--- src/aisc_pkg.sv ---
// aisc_pkg: constants shared by the analog input sampling module and its cpu-side controller
// assumes a 200 MHz system clock and a 16-channel word-per-channel buffer on the backplane
package aisc_pkg;

  // ----------------------------------------------------------------
  // clock and timing
  // ----------------------------------------------------------------
  localparam int CLK_MHZ         = 200;
  localparam int TEST_PULSE_US   = 1600;   // open-wire test current pulse, 1.6 ms
  localparam int CONV_ZERO_MS    = 40;     // conversion time at zero input
  localparam int CONV_NOM_MS     = 60;     // conversion time at nominal input
  localparam int SCAN_PERIOD_MS  = 100;    // cpu periodic task interval
  localparam int TEST_PULSE_CYC  = TEST_PULSE_US * CLK_MHZ;
  localparam int CONV_ZERO_CYC   = CONV_ZERO_MS * 1000 * CLK_MHZ;
  localparam int CONV_NOM_CYC    = CONV_NOM_MS * 1000 * CLK_MHZ;
  localparam int SCAN_PERIOD_CYC = SCAN_PERIOD_MS * 1000 * CLK_MHZ;
  localparam int POLL_GAP_CYC    = 64;     // spacing of activity polls in one-shot mode

  // ----------------------------------------------------------------
  // backplane bus and channel word layout
  // ----------------------------------------------------------------
  localparam int NCH_MAX   = 16;
  localparam int CH_W      = 4;
  localparam int ADDR_W    = 5;            // byte address, two bytes per channel
  localparam int DATA_W    = 16;
  localparam int VAL_W     = 12;
  localparam int VAL_LSB   = 4;            // value in bits 15:4
  localparam int ACT_BIT   = 2;            // module-wide activity flag
  localparam int ERR_BIT   = 1;            // open-wire / error flag
  localparam int OVF_BIT   = 0;            // per-channel overflow flag
  localparam logic [DATA_W-1:0] WORD_RST = 16'h0000;

  // ----------------------------------------------------------------
  // controller register map (apb, one 32-bit word each)
  // ----------------------------------------------------------------
  localparam logic [7:0] REG_CTRL = 8'h00;  // [0] periodic enable, [7:4] channel
  localparam logic [7:0] REG_CMD  = 8'h04;  // [0] start selective, [1] read buffer word
  localparam logic [7:0] REG_DATA = 8'h08;  // [15:0] last word, [16] valid
  localparam logic [7:0] REG_STAT = 8'h0C;  // [0] busy, [1] activity last seen
  localparam int CTRL_PER_BIT = 0;
  localparam int CTRL_CH_LSB  = 4;
  localparam int CMD_SEL_BIT  = 0;
  localparam int CMD_RD_BIT   = 1;
  localparam int DATA_VLD_BIT = 16;
  localparam logic [31:0] REG_RST = 32'h0000_0000;

endpackage

--- src/aisc_bus_if.sv ---
// aisc_bus_if: backplane i/o bus between the cpu-side controller and the input module
// assumes both ends run on the same system clock
`timescale 1ns/1ps
interface aisc_bus_if;
  import aisc_pkg::*;

  logic              req;    // request, held until ack
  logic              wr;     // 1 = word write, 0 = word read
  logic [ADDR_W-1:0] addr;   // byte address, even = channel word
  logic [DATA_W-1:0] wdata;  // write data, ignored by the module
  logic              ack;    // one-cycle answer
  logic [DATA_W-1:0] rdata;  // read word, valid with ack

  modport dev  (input req, wr, addr, wdata, output ack, rdata);
  modport host (output req, wr, addr, wdata, input ack, rdata);
endinterface

--- src/aisc_dev.sv ---
// aisc_dev: analog input module control, open-wire test, cyclic and selective conversion
// assumes front-end status pins arrive asynchronously; adc_value_i is converter logic on sys_clk_i
//
// Function
// - pulse test current, compare voltage first
// - over limit sets error bit, value zero
// - open-wire check on 8/16 or 4/8 inputs
// - overflow flag kept per channel
// - disable pin plus no-check stops test pulses
// - pt100 supply switch monitors source line breaks
// - open source jumper sets error, value zero
// - current/voltage mode ignores source line breaks
// - simple variant chain break zeroes all values
// - cyclic mode converts all channels repeatedly
// - conversion 40 ms zero, 60 ms nominal
// - value stored at channel word, high byte first
// - cpu starts selective with one word write
// - selective converts only the addressed channel
// - activity flag high during selective conversion
// - activity flag is module-wide, not per channel
// - cpu reads result after activity falls
// - no output module at selective input address
// - cpu starts selective from periodic task
// - error flag only on faulty channel
`timescale 1ns/1ps
module aisc_dev import aisc_pkg::*; #(
  parameter int TEST_CYC  = TEST_PULSE_CYC,
  parameter int ZERO_CYC  = CONV_ZERO_CYC,
  parameter int NOM_CYC   = CONV_NOM_CYC
) (
  input  wire logic               sys_clk_i,
  input  wire logic               rst_b_i,
  aisc_bus_if.dev                 bus,
  input  wire logic [VAL_W-1:0]   adc_value_i,    // converter result, same clock
  input  wire logic               adc_ovf_i,      // converter over range
  input  wire logic               test_over_i,    // test voltage above limit
  input  wire logic [NCH_MAX-1:0] src_break_i,    // positive source line broken
  input  wire logic [NCH_MAX-1:0] jump_open_i,    // source outputs not jumpered
  input  wire logic               chain_break_i,  // pt100 chain supply broken
  input  wire logic               test_dis_i,     // external test current disable
  input  wire logic               ow_en_i,        // selector I: open-wire signal on
  input  wire logic               ow_all_i,       // check all inputs, else half
  input  wire logic               ch16_i,         // 16-channel operation
  input  wire logic               pt100_sw_i,     // selector I switch 7: pt100 supply
  input  wire logic               cur_volt_i,     // selector II: current/voltage only
  input  wire logic               simple_var_i,   // simpler module variant
  output logic                    test_cur_o,     // test current source on
  output logic      [CH_W-1:0]    ch_sel_o,       // channel multiplexer
  output logic                    conv_run_o,     // converter integrating
  output logic                    act_o           // activity flag
);

  typedef enum logic [1:0] {S_PICK, S_TEST, S_CONV, S_STORE} aisc_dev_e;

  localparam int CONV_STEP = (NOM_CYC - ZERO_CYC) / (1 << VAL_W);

  // status pins, two-stage synchronisers
  localparam int SYN_W = 2 * NCH_MAX + 10;
  logic [SYN_W-1:0]  syn1_r;
  logic [SYN_W-1:0]  syn2_r;
  logic [NCH_MAX-1:0] brk_s;
  logic [NCH_MAX-1:0] jmp_s;
  logic ovf_s, over_s, chain_s, tdis_s, owen_s, owall_s, c16_s, pt_s, cv_s, simp_s;

  aisc_dev_e         st_r;
  logic [31:0]       cnt_r;
  logic [CH_W-1:0]   cyc_ch_r;
  logic              cur_sel_r;
  logic              pend_r;
  logic [CH_W-1:0]   pend_ch_r;
  logic              ow_hit_r;
  logic              ack_r;
  logic [DATA_W-1:0] rdata_r;
  logic [DATA_W-1:0] buf_r [NCH_MAX];

  logic              wr_take;
  logic              test_on;
  logic              ow_chk;
  logic [CH_W:0]     nch;
  logic [CH_W:0]     ow_cnt;
  logic [31:0]       conv_lim;
  logic              err;
  logic              zero;
  logic [DATA_W-1:0] word;

  // ----------------------------------------------------------------
  // input synchronisers
  // ----------------------------------------------------------------
  always_ff @(posedge sys_clk_i) begin
    syn1_r <= {src_break_i, jump_open_i, adc_ovf_i, test_over_i, chain_break_i, test_dis_i,
               ow_en_i, ow_all_i, ch16_i, pt100_sw_i, cur_volt_i, simple_var_i};
    syn2_r <= syn1_r;
  end
  assign {brk_s, jmp_s, ovf_s, over_s, chain_s, tdis_s, owen_s, owall_s, c16_s, pt_s, cv_s, simp_s} = syn2_r;

  // ----------------------------------------------------------------
  // channel selection terms
  // ----------------------------------------------------------------
  assign nch      = c16_s ? 5'h10 : 5'h08;
  assign ow_cnt   = c16_s ? (owall_s ? 5'h10 : 5'h08) : (owall_s ? 5'h08 : 5'h04);
  assign ow_chk   = owen_s && ({1'b0, ch_sel_o} < ow_cnt);
  assign test_on  = !(tdis_s && !owen_s);
  assign conv_lim = 32'(ZERO_CYC) + 32'(CONV_STEP) * {20'h00000, adc_value_i};
  assign wr_take  = bus.req && bus.wr && !ack_r;

  // ----------------------------------------------------------------
  // result word of the current channel
  // ----------------------------------------------------------------
  // error only from this channel's own faults
  assign err  = ow_hit_r
              || (pt_s && !cv_s && brk_s[ch_sel_o])
              || (!cv_s && jmp_s[ch_sel_o]);
  assign zero = err || (simp_s && chain_s);
  always_comb begin
    word                        = WORD_RST;
    word[VAL_LSB +: VAL_W]      = zero ? 12'h000 : adc_value_i;
    word[ERR_BIT]               = err;
    word[OVF_BIT]               = ovf_s && !zero;
  end

  // ----------------------------------------------------------------
  // conversion sequencer
  // ----------------------------------------------------------------
  always_ff @(posedge sys_clk_i) begin
    if (!rst_b_i) begin
      st_r       <= S_PICK;
      cnt_r      <= 32'h0000_0000;
      cyc_ch_r   <= 4'h0;
      ch_sel_o   <= 4'h0;
      cur_sel_r  <= 1'b0;
      ow_hit_r   <= 1'b0;
      test_cur_o <= 1'b0;
      conv_run_o <= 1'b0;
    end else begin
      case (st_r)
        S_PICK: begin
          ch_sel_o   <= pend_r ? pend_ch_r : cyc_ch_r;
          cur_sel_r  <= pend_r;
          cnt_r      <= 32'h0000_0000;
          ow_hit_r   <= 1'b0;
          test_cur_o <= test_on;
          conv_run_o <= !test_on;
          st_r       <= test_on ? S_TEST : S_CONV;
        end
        S_TEST: begin
          cnt_r <= cnt_r + 32'h0000_0001;
          if (cnt_r == 32'(TEST_CYC - 1)) begin
            ow_hit_r   <= ow_chk && over_s;
            test_cur_o <= 1'b0;
            conv_run_o <= 1'b1;
            cnt_r      <= 32'h0000_0000;
            st_r       <= S_CONV;
          end
        end
        S_CONV: begin
          cnt_r <= cnt_r + 32'h0000_0001;
          if (cnt_r >= conv_lim - 32'h0000_0001) begin
            conv_run_o <= 1'b0;
            st_r       <= S_STORE;
          end
        end
        S_STORE: begin
          if (!cur_sel_r) begin
            cyc_ch_r <= ({1'b0, cyc_ch_r} >= nch - 5'h01) ? 4'h0 : cyc_ch_r + 4'h1;
          end
          st_r <= S_PICK;
        end
        default: st_r <= S_PICK;
      endcase
    end
  end

  // circulating buffer, one word per channel
  always_ff @(posedge sys_clk_i) begin
    if (!rst_b_i) begin
      for (int i = 0; i < NCH_MAX; i++) begin
        buf_r[i] <= WORD_RST;
      end
    end else if (st_r == S_STORE) begin
      buf_r[ch_sel_o] <= word;
    end
  end

  // ----------------------------------------------------------------
  // selective request and activity flag
  // ----------------------------------------------------------------
  // a new write wins over the clear at the end of a conversion
  always_ff @(posedge sys_clk_i) begin
    if (!rst_b_i) begin
      pend_r    <= 1'b0;
      pend_ch_r <= 4'h0;
      act_o     <= 1'b0;
    end else begin
      if (wr_take) begin
        pend_r    <= 1'b1;
        pend_ch_r <= bus.addr[ADDR_W-1:1];
        act_o     <= 1'b1;
      end else begin
        if (st_r == S_PICK) begin
          pend_r <= 1'b0;
        end
        if (st_r == S_STORE && cur_sel_r && !pend_r) begin
          act_o <= 1'b0;
        end
      end
    end
  end

  // ----------------------------------------------------------------
  // bus answer
  // ----------------------------------------------------------------
  always_ff @(posedge sys_clk_i) begin
    if (!rst_b_i) begin
      ack_r   <= 1'b0;
      rdata_r <= WORD_RST;
    end else begin
      ack_r <= bus.req && !ack_r;
      if (bus.req && !ack_r) begin
        rdata_r          <= buf_r[bus.addr[ADDR_W-1:1]];
        rdata_r[ACT_BIT] <= act_o || wr_take;
      end
    end
  end
  assign bus.ack   = ack_r;
  assign bus.rdata = rdata_r;

endmodule // aisc_dev

--- src/flat_wrapper.sv ---
// flat-port wrapper written by rule: the top's interface ports become plain ports
module aisc_dev_flat import aisc_pkg::*;
#(
  parameter int TEST_CYC  = TEST_PULSE_CYC,
  parameter int ZERO_CYC  = CONV_ZERO_CYC,
  parameter int NOM_CYC   = CONV_NOM_CYC
)
  (sys_clk_i, rst_b_i, adc_value_i, adc_ovf_i, test_over_i, src_break_i, jump_open_i, chain_break_i, test_dis_i, ow_en_i, ow_all_i, ch16_i, pt100_sw_i, cur_volt_i, simple_var_i, test_cur_o, ch_sel_o, conv_run_o, act_o, bus_req, bus_wr, bus_addr, bus_wdata, bus_ack, bus_rdata);
  aisc_bus_if bus_i ();
  input  wire logic sys_clk_i;
  input  wire logic rst_b_i;
  input  wire logic [VAL_W-1:0] adc_value_i;
  input  wire logic adc_ovf_i;
  input  wire logic test_over_i;
  input  wire logic [NCH_MAX-1:0] src_break_i;
  input  wire logic [NCH_MAX-1:0] jump_open_i;
  input  wire logic chain_break_i;
  input  wire logic test_dis_i;
  input  wire logic ow_en_i;
  input  wire logic ow_all_i;
  input  wire logic ch16_i;
  input  wire logic pt100_sw_i;
  input  wire logic cur_volt_i;
  input  wire logic simple_var_i;
  output logic test_cur_o;
  output logic      [CH_W-1:0] ch_sel_o;
  output logic conv_run_o;
  output logic act_o;
  input wire logic [$bits(bus_i.req)-1:0] bus_req;
  input wire logic [$bits(bus_i.wr)-1:0] bus_wr;
  input wire logic [$bits(bus_i.addr)-1:0] bus_addr;
  input wire logic [$bits(bus_i.wdata)-1:0] bus_wdata;
  output wire logic [$bits(bus_i.ack)-1:0] bus_ack;
  output wire logic [$bits(bus_i.rdata)-1:0] bus_rdata;
  assign bus_i.req = bus_req;
  assign bus_i.wr = bus_wr;
  assign bus_i.addr = bus_addr;
  assign bus_i.wdata = bus_wdata;
  assign bus_ack = bus_i.ack;
  assign bus_rdata = bus_i.rdata;
  aisc_dev #(.TEST_CYC(TEST_CYC), .ZERO_CYC(ZERO_CYC), .NOM_CYC(NOM_CYC)) u_core (.sys_clk_i(sys_clk_i), .rst_b_i(rst_b_i), .bus(bus_i), .adc_value_i(adc_value_i), .adc_ovf_i(adc_ovf_i), .test_over_i(test_over_i), .src_break_i(src_break_i), .jump_open_i(jump_open_i), .chain_break_i(chain_break_i), .test_dis_i(test_dis_i), .ow_en_i(ow_en_i), .ow_all_i(ow_all_i), .ch16_i(ch16_i), .pt100_sw_i(pt100_sw_i), .cur_volt_i(cur_volt_i), .simple_var_i(simple_var_i), .test_cur_o(test_cur_o), .ch_sel_o(ch_sel_o), .conv_run_o(conv_run_o), .act_o(act_o));
endmodule
--- config.mk ---
export PLATFORM = sky130hd
export DESIGN_NAME = aisc_dev_flat
export DESIGN_NICKNAME = d
export VERILOG_FILES = /design/src/aisc_pkg.sv /design/src/aisc_bus_if.sv /design/src/aisc_dev.sv /design/src/flat_wrapper.sv
export SDC_FILE = /design/constraint.sdc
export NUM_CORES = 1
export LEC_CHECK = 0
export ABC_AREA = 1
export BUFFER_PORTS_ARGS = -buffer_cell sky130_fd_sc_hd__buf_2
export CAP_MARGIN = 10
export CORE_AREA = 2 2 282 145
export CTS_CLUSTER_SIZE = 14
export DETAILED_ROUTE_END_ITERATION = 7
export DIE_AREA = 0 0 284 147
export GPL_TIMING_DRIVEN = 1
export MAX_ROUTING_LAYER = met4
export PLACE_DENSITY_LB_ADDON = 0.05
export SLEW_MARGIN = 10
export SYNTH_ARGS = -nofsm -noshare
export SYNTH_HDL_FRONTEND = slang
export SYNTH_SLANG_ARGS = --single-unit
--- constraint.sdc ---
create_clock -name sys_clk_i -period 5.1 [get_ports sys_clk_i]
set_input_delay 0.255 -clock sys_clk_i [delete_from_list [all_inputs] [get_ports sys_clk_i]]
set_output_delay 0.255 -clock sys_clk_i [all_outputs]
set_load 0.05 [all_outputs]
Yosys cells after proc, flatten, opt, wreduce, memory -nomap -nowiden
Memory sizes are Yosys's and may differ from the RTL's. A register that Yosys moved wholly into a read port is not among the register bits.
Cells that the tools add are included.
W data, S select, Z words.
{"block": "classes", "n_eq_ne": 6, "reduce_logical": 34, "mux": 35, "n_addsub": 5, "bitwise_logic": 1, "mul": 1, "magnitude_cmp": 4}
{"operator": "$pmux W32 S3", "n": 1}
{"operator": "$add A32 B1 Y32 const B", "n": 1}
{"operator": "$eq A32 B19 Y1 const B", "n": 1}
{"operator": "$ge A32 B32 Y1", "n": 1}
{"operator": "$mux W32", "n": 1}
{"operator": "$sub A32 B1 Y32 const B", "n": 1}
{"operator": "$add A23 B22 Y24 const A", "n": 1}
{"operator": "$mul A6 B12 Y18 const A", "n": 1}
{"operator": "$mux W4", "n": 4}
{"operator": "$mux W1", "n": 15}
{"operator": "$mux W5", "n": 3}
{"operator": "$mux W14", "n": 1}
{"operator": "$reduce_or A14 Y1", "n": 1}
{"operator": "$logic_and A1 B1 Y1", "n": 13}
{"operator": "$mux W12", "n": 1}
{"operator": "$bmux W1 S4", "n": 2}
{"operator": "$pmux W2 S4", "n": 1}
{"operator": "$logic_not A1 Y1", "n": 7}
{"operator": "$mux W2", "n": 3}
{"operator": "$reduce_and A2 Y1", "n": 3}
{"operator": "$reduce_bool A2 Y1", "n": 3}
{"operator": "$ge A4 B5 Y1", "n": 1}
{"operator": "$lt A4 B5 Y1", "n": 1}
{"operator": "$lt A4 B5 Y1 const B", "n": 1}
{"operator": "12 further kinds", "n": 18}
{"block": "word_totals", "ram_bits": 224, "word_cells": 102, "regBits": 153, "mem_count": 1, "inputBits": 79}
{"name": "u_core.buf_r", "depth": 16, "width": 14, "rd": 1, "rd_clocked_by_memory_dff": 1, "wr": 16, "line_no": "aisc_dev.sv:74", "source": "logic [DATA_W-1:0] buf_r [NCH_MAX];"}

Depth between registers and ports, before layout
{"block": "logic_depth", "word_depth": 9, "ltp_mapped": 35}

Least setup slack after synthesis
Ideal clock, no wire load.
{"block": "synth_path", "path_type": "input to register", "from": "in adc_value_i[1]", "to": "reg u_core.st_r[0]", "arrival_time_ns": 5.008, "setup_ns": 0.116, "path_stages": 30, "required_time_ns": 4.984, "path_slack_ns": -0.024, "cell_sequence": "inv_1 fa_1 inv_1 fa_1 inv_1 fa_1 inv_1 ha_1 or2_2 nand2_1 inv_1 ha_1 nand3_1 nand4_1 nand2_1 nand2_1 nor2_1 nand3_1 nor2_2 xnor2_1 ha_1 a21oi_1 o21a_1 o221ai_1 a21oi_1 nand3_1 nand2_1 inv_1 nor2_1 nor2_1"}
{"block": "synth_between", "elab_chain_len": 6}
{"item": "from (decl)", "line_no": "flat_wrapper.sv:12", "source": "input wire logic [VAL_W-1:0] adc_value_i;"}
{"item": "$mul A6 B12 Y18", "line_no": "aisc_dev.sv:103", "source": "assign conv_lim = 32'(ZERO_CYC) + 32'(CONV_STEP) * {20'h00000, adc_value_i};"}
{"item": "$add A23 B22 Y24", "line_no": "aisc_dev.sv:103"}
{"item": "$sub A32 B1 Y32", "line_no": "aisc_dev.sv:157", "source": "if (cnt_r >= conv_lim - 32'h0000_0001) begin"}
{"item": "$ge A32 B32 Y1", "line_no": "aisc_dev.sv:157"}
{"item": "$ne A2 B1 Y1 (no source line)"}
{"item": "$reduce_and A2 Y1 (no source line)"}
{"item": "to (signal assigned)", "line_no": "aisc_dev.sv:143", "source": "st_r <= test_on ? S_TEST : S_CONV;"}
{"item": "to (decl)", "line_no": "aisc_dev.sv:65", "source": "aisc_dev_e st_r;"}
Every way passes these cells.
A chain may end at the register's enable or synchronous reset.

Worst setup path in the final report
Same ends and word-level chain as after synthesis.

==> metrics.txt <==
antenna violations before repair 1; Synth area leaders edfxtp_1 36%, dfxtp_1 16%, nor2_1 8.5%; Synth Register Bits 376; setup tns final 0 ns; status finished clean; gr ovfl total 0; total power roughly 11 mW; Post-synth ARST share 0; Arr. time, crit path 5.33 ns; CP Capture Point u_core.st_r[0]; depth of the most critical reg-to-reg path 11; Crit. End Element flip-flop; # diodes 0; Die H roughly 150 um; slowest CP cell fa_1; Starting Density 0.471; iteration count of the initial detailed-routing pass 5; skew final roughly 0.027 ns; post-placement cell count ~2,700; vias post-DR ~15,000; final count of pins violating max slew 0; most common cell after layout, fill and taps aside nor2_1; I/O pin count a little over 100; Tcrit/Tclk final 0.962; crit-path max FO 3; crit path time final between 4 and 5 ns; Total Die Area 41,700 um2; Worst IR Drop VDD 316 uV; DP Wirelength 38,600 um; placed cell areas approximately 20,000 um2; Slew headroom 0.314; Synth cell types approximately 40; CP required roughly 5.5 ns; clock root cell clkbuf_16; routed vias/inst approximately 5.4; Routed Antenna Nets 0; Synth-to-Final Area Change 20.4%; CP startpoint adc_value_i[1]; cts bufs inserted 36; Clock transition at path regs 0.07 ns; first-pass GRT wire length between 80,000 and 90,000 um; prevailing post-synth register cell edfxtp_1; worst slew pin tran around 1 ns; Reg-to-Reg End u_core.buf_r[14][11]; residual DRC count 0; worst r2r src u_core.ch_sel_o[0]; FMAX slightly above 200 MHz; Clock Sinks approximately 380; Synth Warn # 0; final setup violation count 0; area share of the leading cell type in the synthesized netlist 0.361; die extent in x ~280 um; sequential area share after synthesis 0.525; pwr/cell area between 400 and 500 nW/um2; total of max-cap violations 0; PortBufs 84; leakage power around 9.3 nW; core region area between 30,000 and 40,000 um2; design area between 20,000 and 25,000 um2; worst min-delay path class in2reg; CTS Buffer Depth 3; vias in the first global route around 14,000; pin count of the biggest net entering global routing 66; number of core rows 52; Post-synth EDFFs around 220; commonest non-fill, non-tap cells in the layout 405 x nor2_1, 227 x inv_1, 224 x edfxtp_1; fin nets 2,422; critical path class in2reg; final RePlAce weighted congestion between 0.8 and 0.9; 1st-iter DRT viols 1,582; Mean Syn Cell Area a little over 9 um2; Non-Filler Instances 2,802; Mapped Area 18,600 um2; Worst path max stage delay ~0.53 ns; layout cells sized above 1 0.177; Final Hold Viols 0; final wirelength between 50,000 and 60,000 um; total track usage 0.268; register-to-register path setup slack around 1.5 ns; leading area contributor after synthesis edfxtp_1; post-synthesis cell count ~2,000; most frequent cell on the critical path inv_1; Worst-Skew Late Latency approximately 0.55 ns; Max H-tree Level 2; routed length per instance 19.5 um; TritonCTS clock tree yes; startpoint types input port
==> critical path, delay by kind of cell <==
kind | cells | cell delay (ns)
and+or+nand+nor | 11 | 1.29
adders and majority gates | 6 | 2.37
buffers and inverters | 8 | 0.63
xor gates and xnor gates | 1 | 0.12
AOI/OAI and AO/OA | 3 | 0.64
==> repair_timing <==
action,in CTS,in global routing
gates resized for setup,2,147
cloned,0,0
endpoints found under the setup margin,2,3
hold buffers,42,0
pin swaps,0,60
hold endpoints to repair,42,0
buffers inserted,0,8
==> metrics by stage <==
stage / utilization / hold slack (ns) / setup slack (ns)
floorplan: - / 0.283 / 0.0313
global placement: 0.511 / 0.311 / -0.489
detailed placement: 0.511 / 0.312 / -0.561
CTS: 0.552 / 0.0225 / 0.0179
global route: 0.567 / 0.0685 / -0.0431
finish: 0.567 / 0.0384 / 0.192
==> report_power, final <==
| group | total (mW) | internal, mW | switching (mW) | leakage (nW) |
|---|---|---|---|---|
| sequential | 3.49 | 3.37 | 0.113 | 3.58 |
| combinational | 4.73 | 1.80 | 2.93 | 5.16 |
| clock | 2.76 | 1.58 | 1.19 | 0.589 |
| total | 11.0 | 6.74 | 4.23 | 9.33 |
==> cell families after synthesis <==
logic type | Yosys count | synth area share
adder cells (fa/ha/maj) | 107 | 0.0840
flip-flops | 376 | 0.525
AND/OR/NAND/NOR | 863 | 0.197
XOR/XNOR | 37 | 0.0174
other | 2 | 0.000403
AO/OA/AOI/OAI | 316 | 0.105
buffers and inverters | 340 | 0.0710
==> cells in the mapped netlist (2+ instances only) <==
cell / count
nor2_1: 421
nand2_1: 266
inv_1: 240
edfxtp_1: 224
dfxtp_1: 152
o21ai_0: 142
nand3_1: 101
clkbuf_1: 80
ha_1: 77
o221ai_1: 49
a21oi_1: 42
nand4_1: 31
fa_1: 30
xor2_1: 26
o211ai_1: 20
o22ai_1: 20
nor3_1: 17
buf_2: 15
a22oi_1: 12
o31ai_1: 11
xnor2_1: 11
nand4_4: 9
nor4_1: 6
o311ai_0: 5
buf_4: 4
nand2_2: 4
a211oi_1: 3
a21o_1: 3
nor2_2: 3
o21a_1: 3
or2_2: 3
conb_1: 2
==> worst min-delay path by stage <==
stage | from | end | slack, ns | cells past startpoint
2_1_floorplan | simple_var_i | u_core.syn1_r[0] | 0.28 | 0
3_3_place_gp | u_core.syn1_r[40] | u_core.syn2_r[40] | 0.31 | 0
3_5_place_dp | u_core.syn1_r[33] | u_core.syn2_r[33] | 0.31 | 0
4_1_cts | bus_wr | u_core.bus.rdata[2] | 0.02 | 3
5_1_grt | bus_wr | u_core.bus.rdata[2] | 0.07 | 3
6_report | bus_wr | u_core.bus.rdata[2] | 0.04 | 3
==> area by class of cell <==
class | instances | area, um2
Fill cell | 3561 | 17100
Sequential cell | 376 | 9770
Multi-Input combinational cell | 1332 | 8100
Timing Repair Buffer | 250 | 1780
Clock buffer | 52 | 1040
Inverter | 240 | 901
Tap cell | 540 | 676
Clock inverter | 12 | 155
==> registers in the layout (all words and copies together) (netlist names), 2 cells and up <==
signal / cells
u_core.cyc_ch_r: 4
u_core.pend_ch_r: 4
u_core.buf_r: 224
u_core.syn1_r: 42
u_core.st_r: 2
u_core.ch_sel_o: 4
u_core.bus.rdata: 15
u_core.cnt_r: 32
u_core.syn2_r: 42
==> per-layer routing <==
metal	GRT usage	routed length [um]	up-vias
met5	-	0	-
met4	0.0347	435	0
met1	0.433	28100	7198
met2	0.325	19900	596
met3	0.0829	6210	38
li1	-	-	7247
Power figures use the tool's default switching activity.
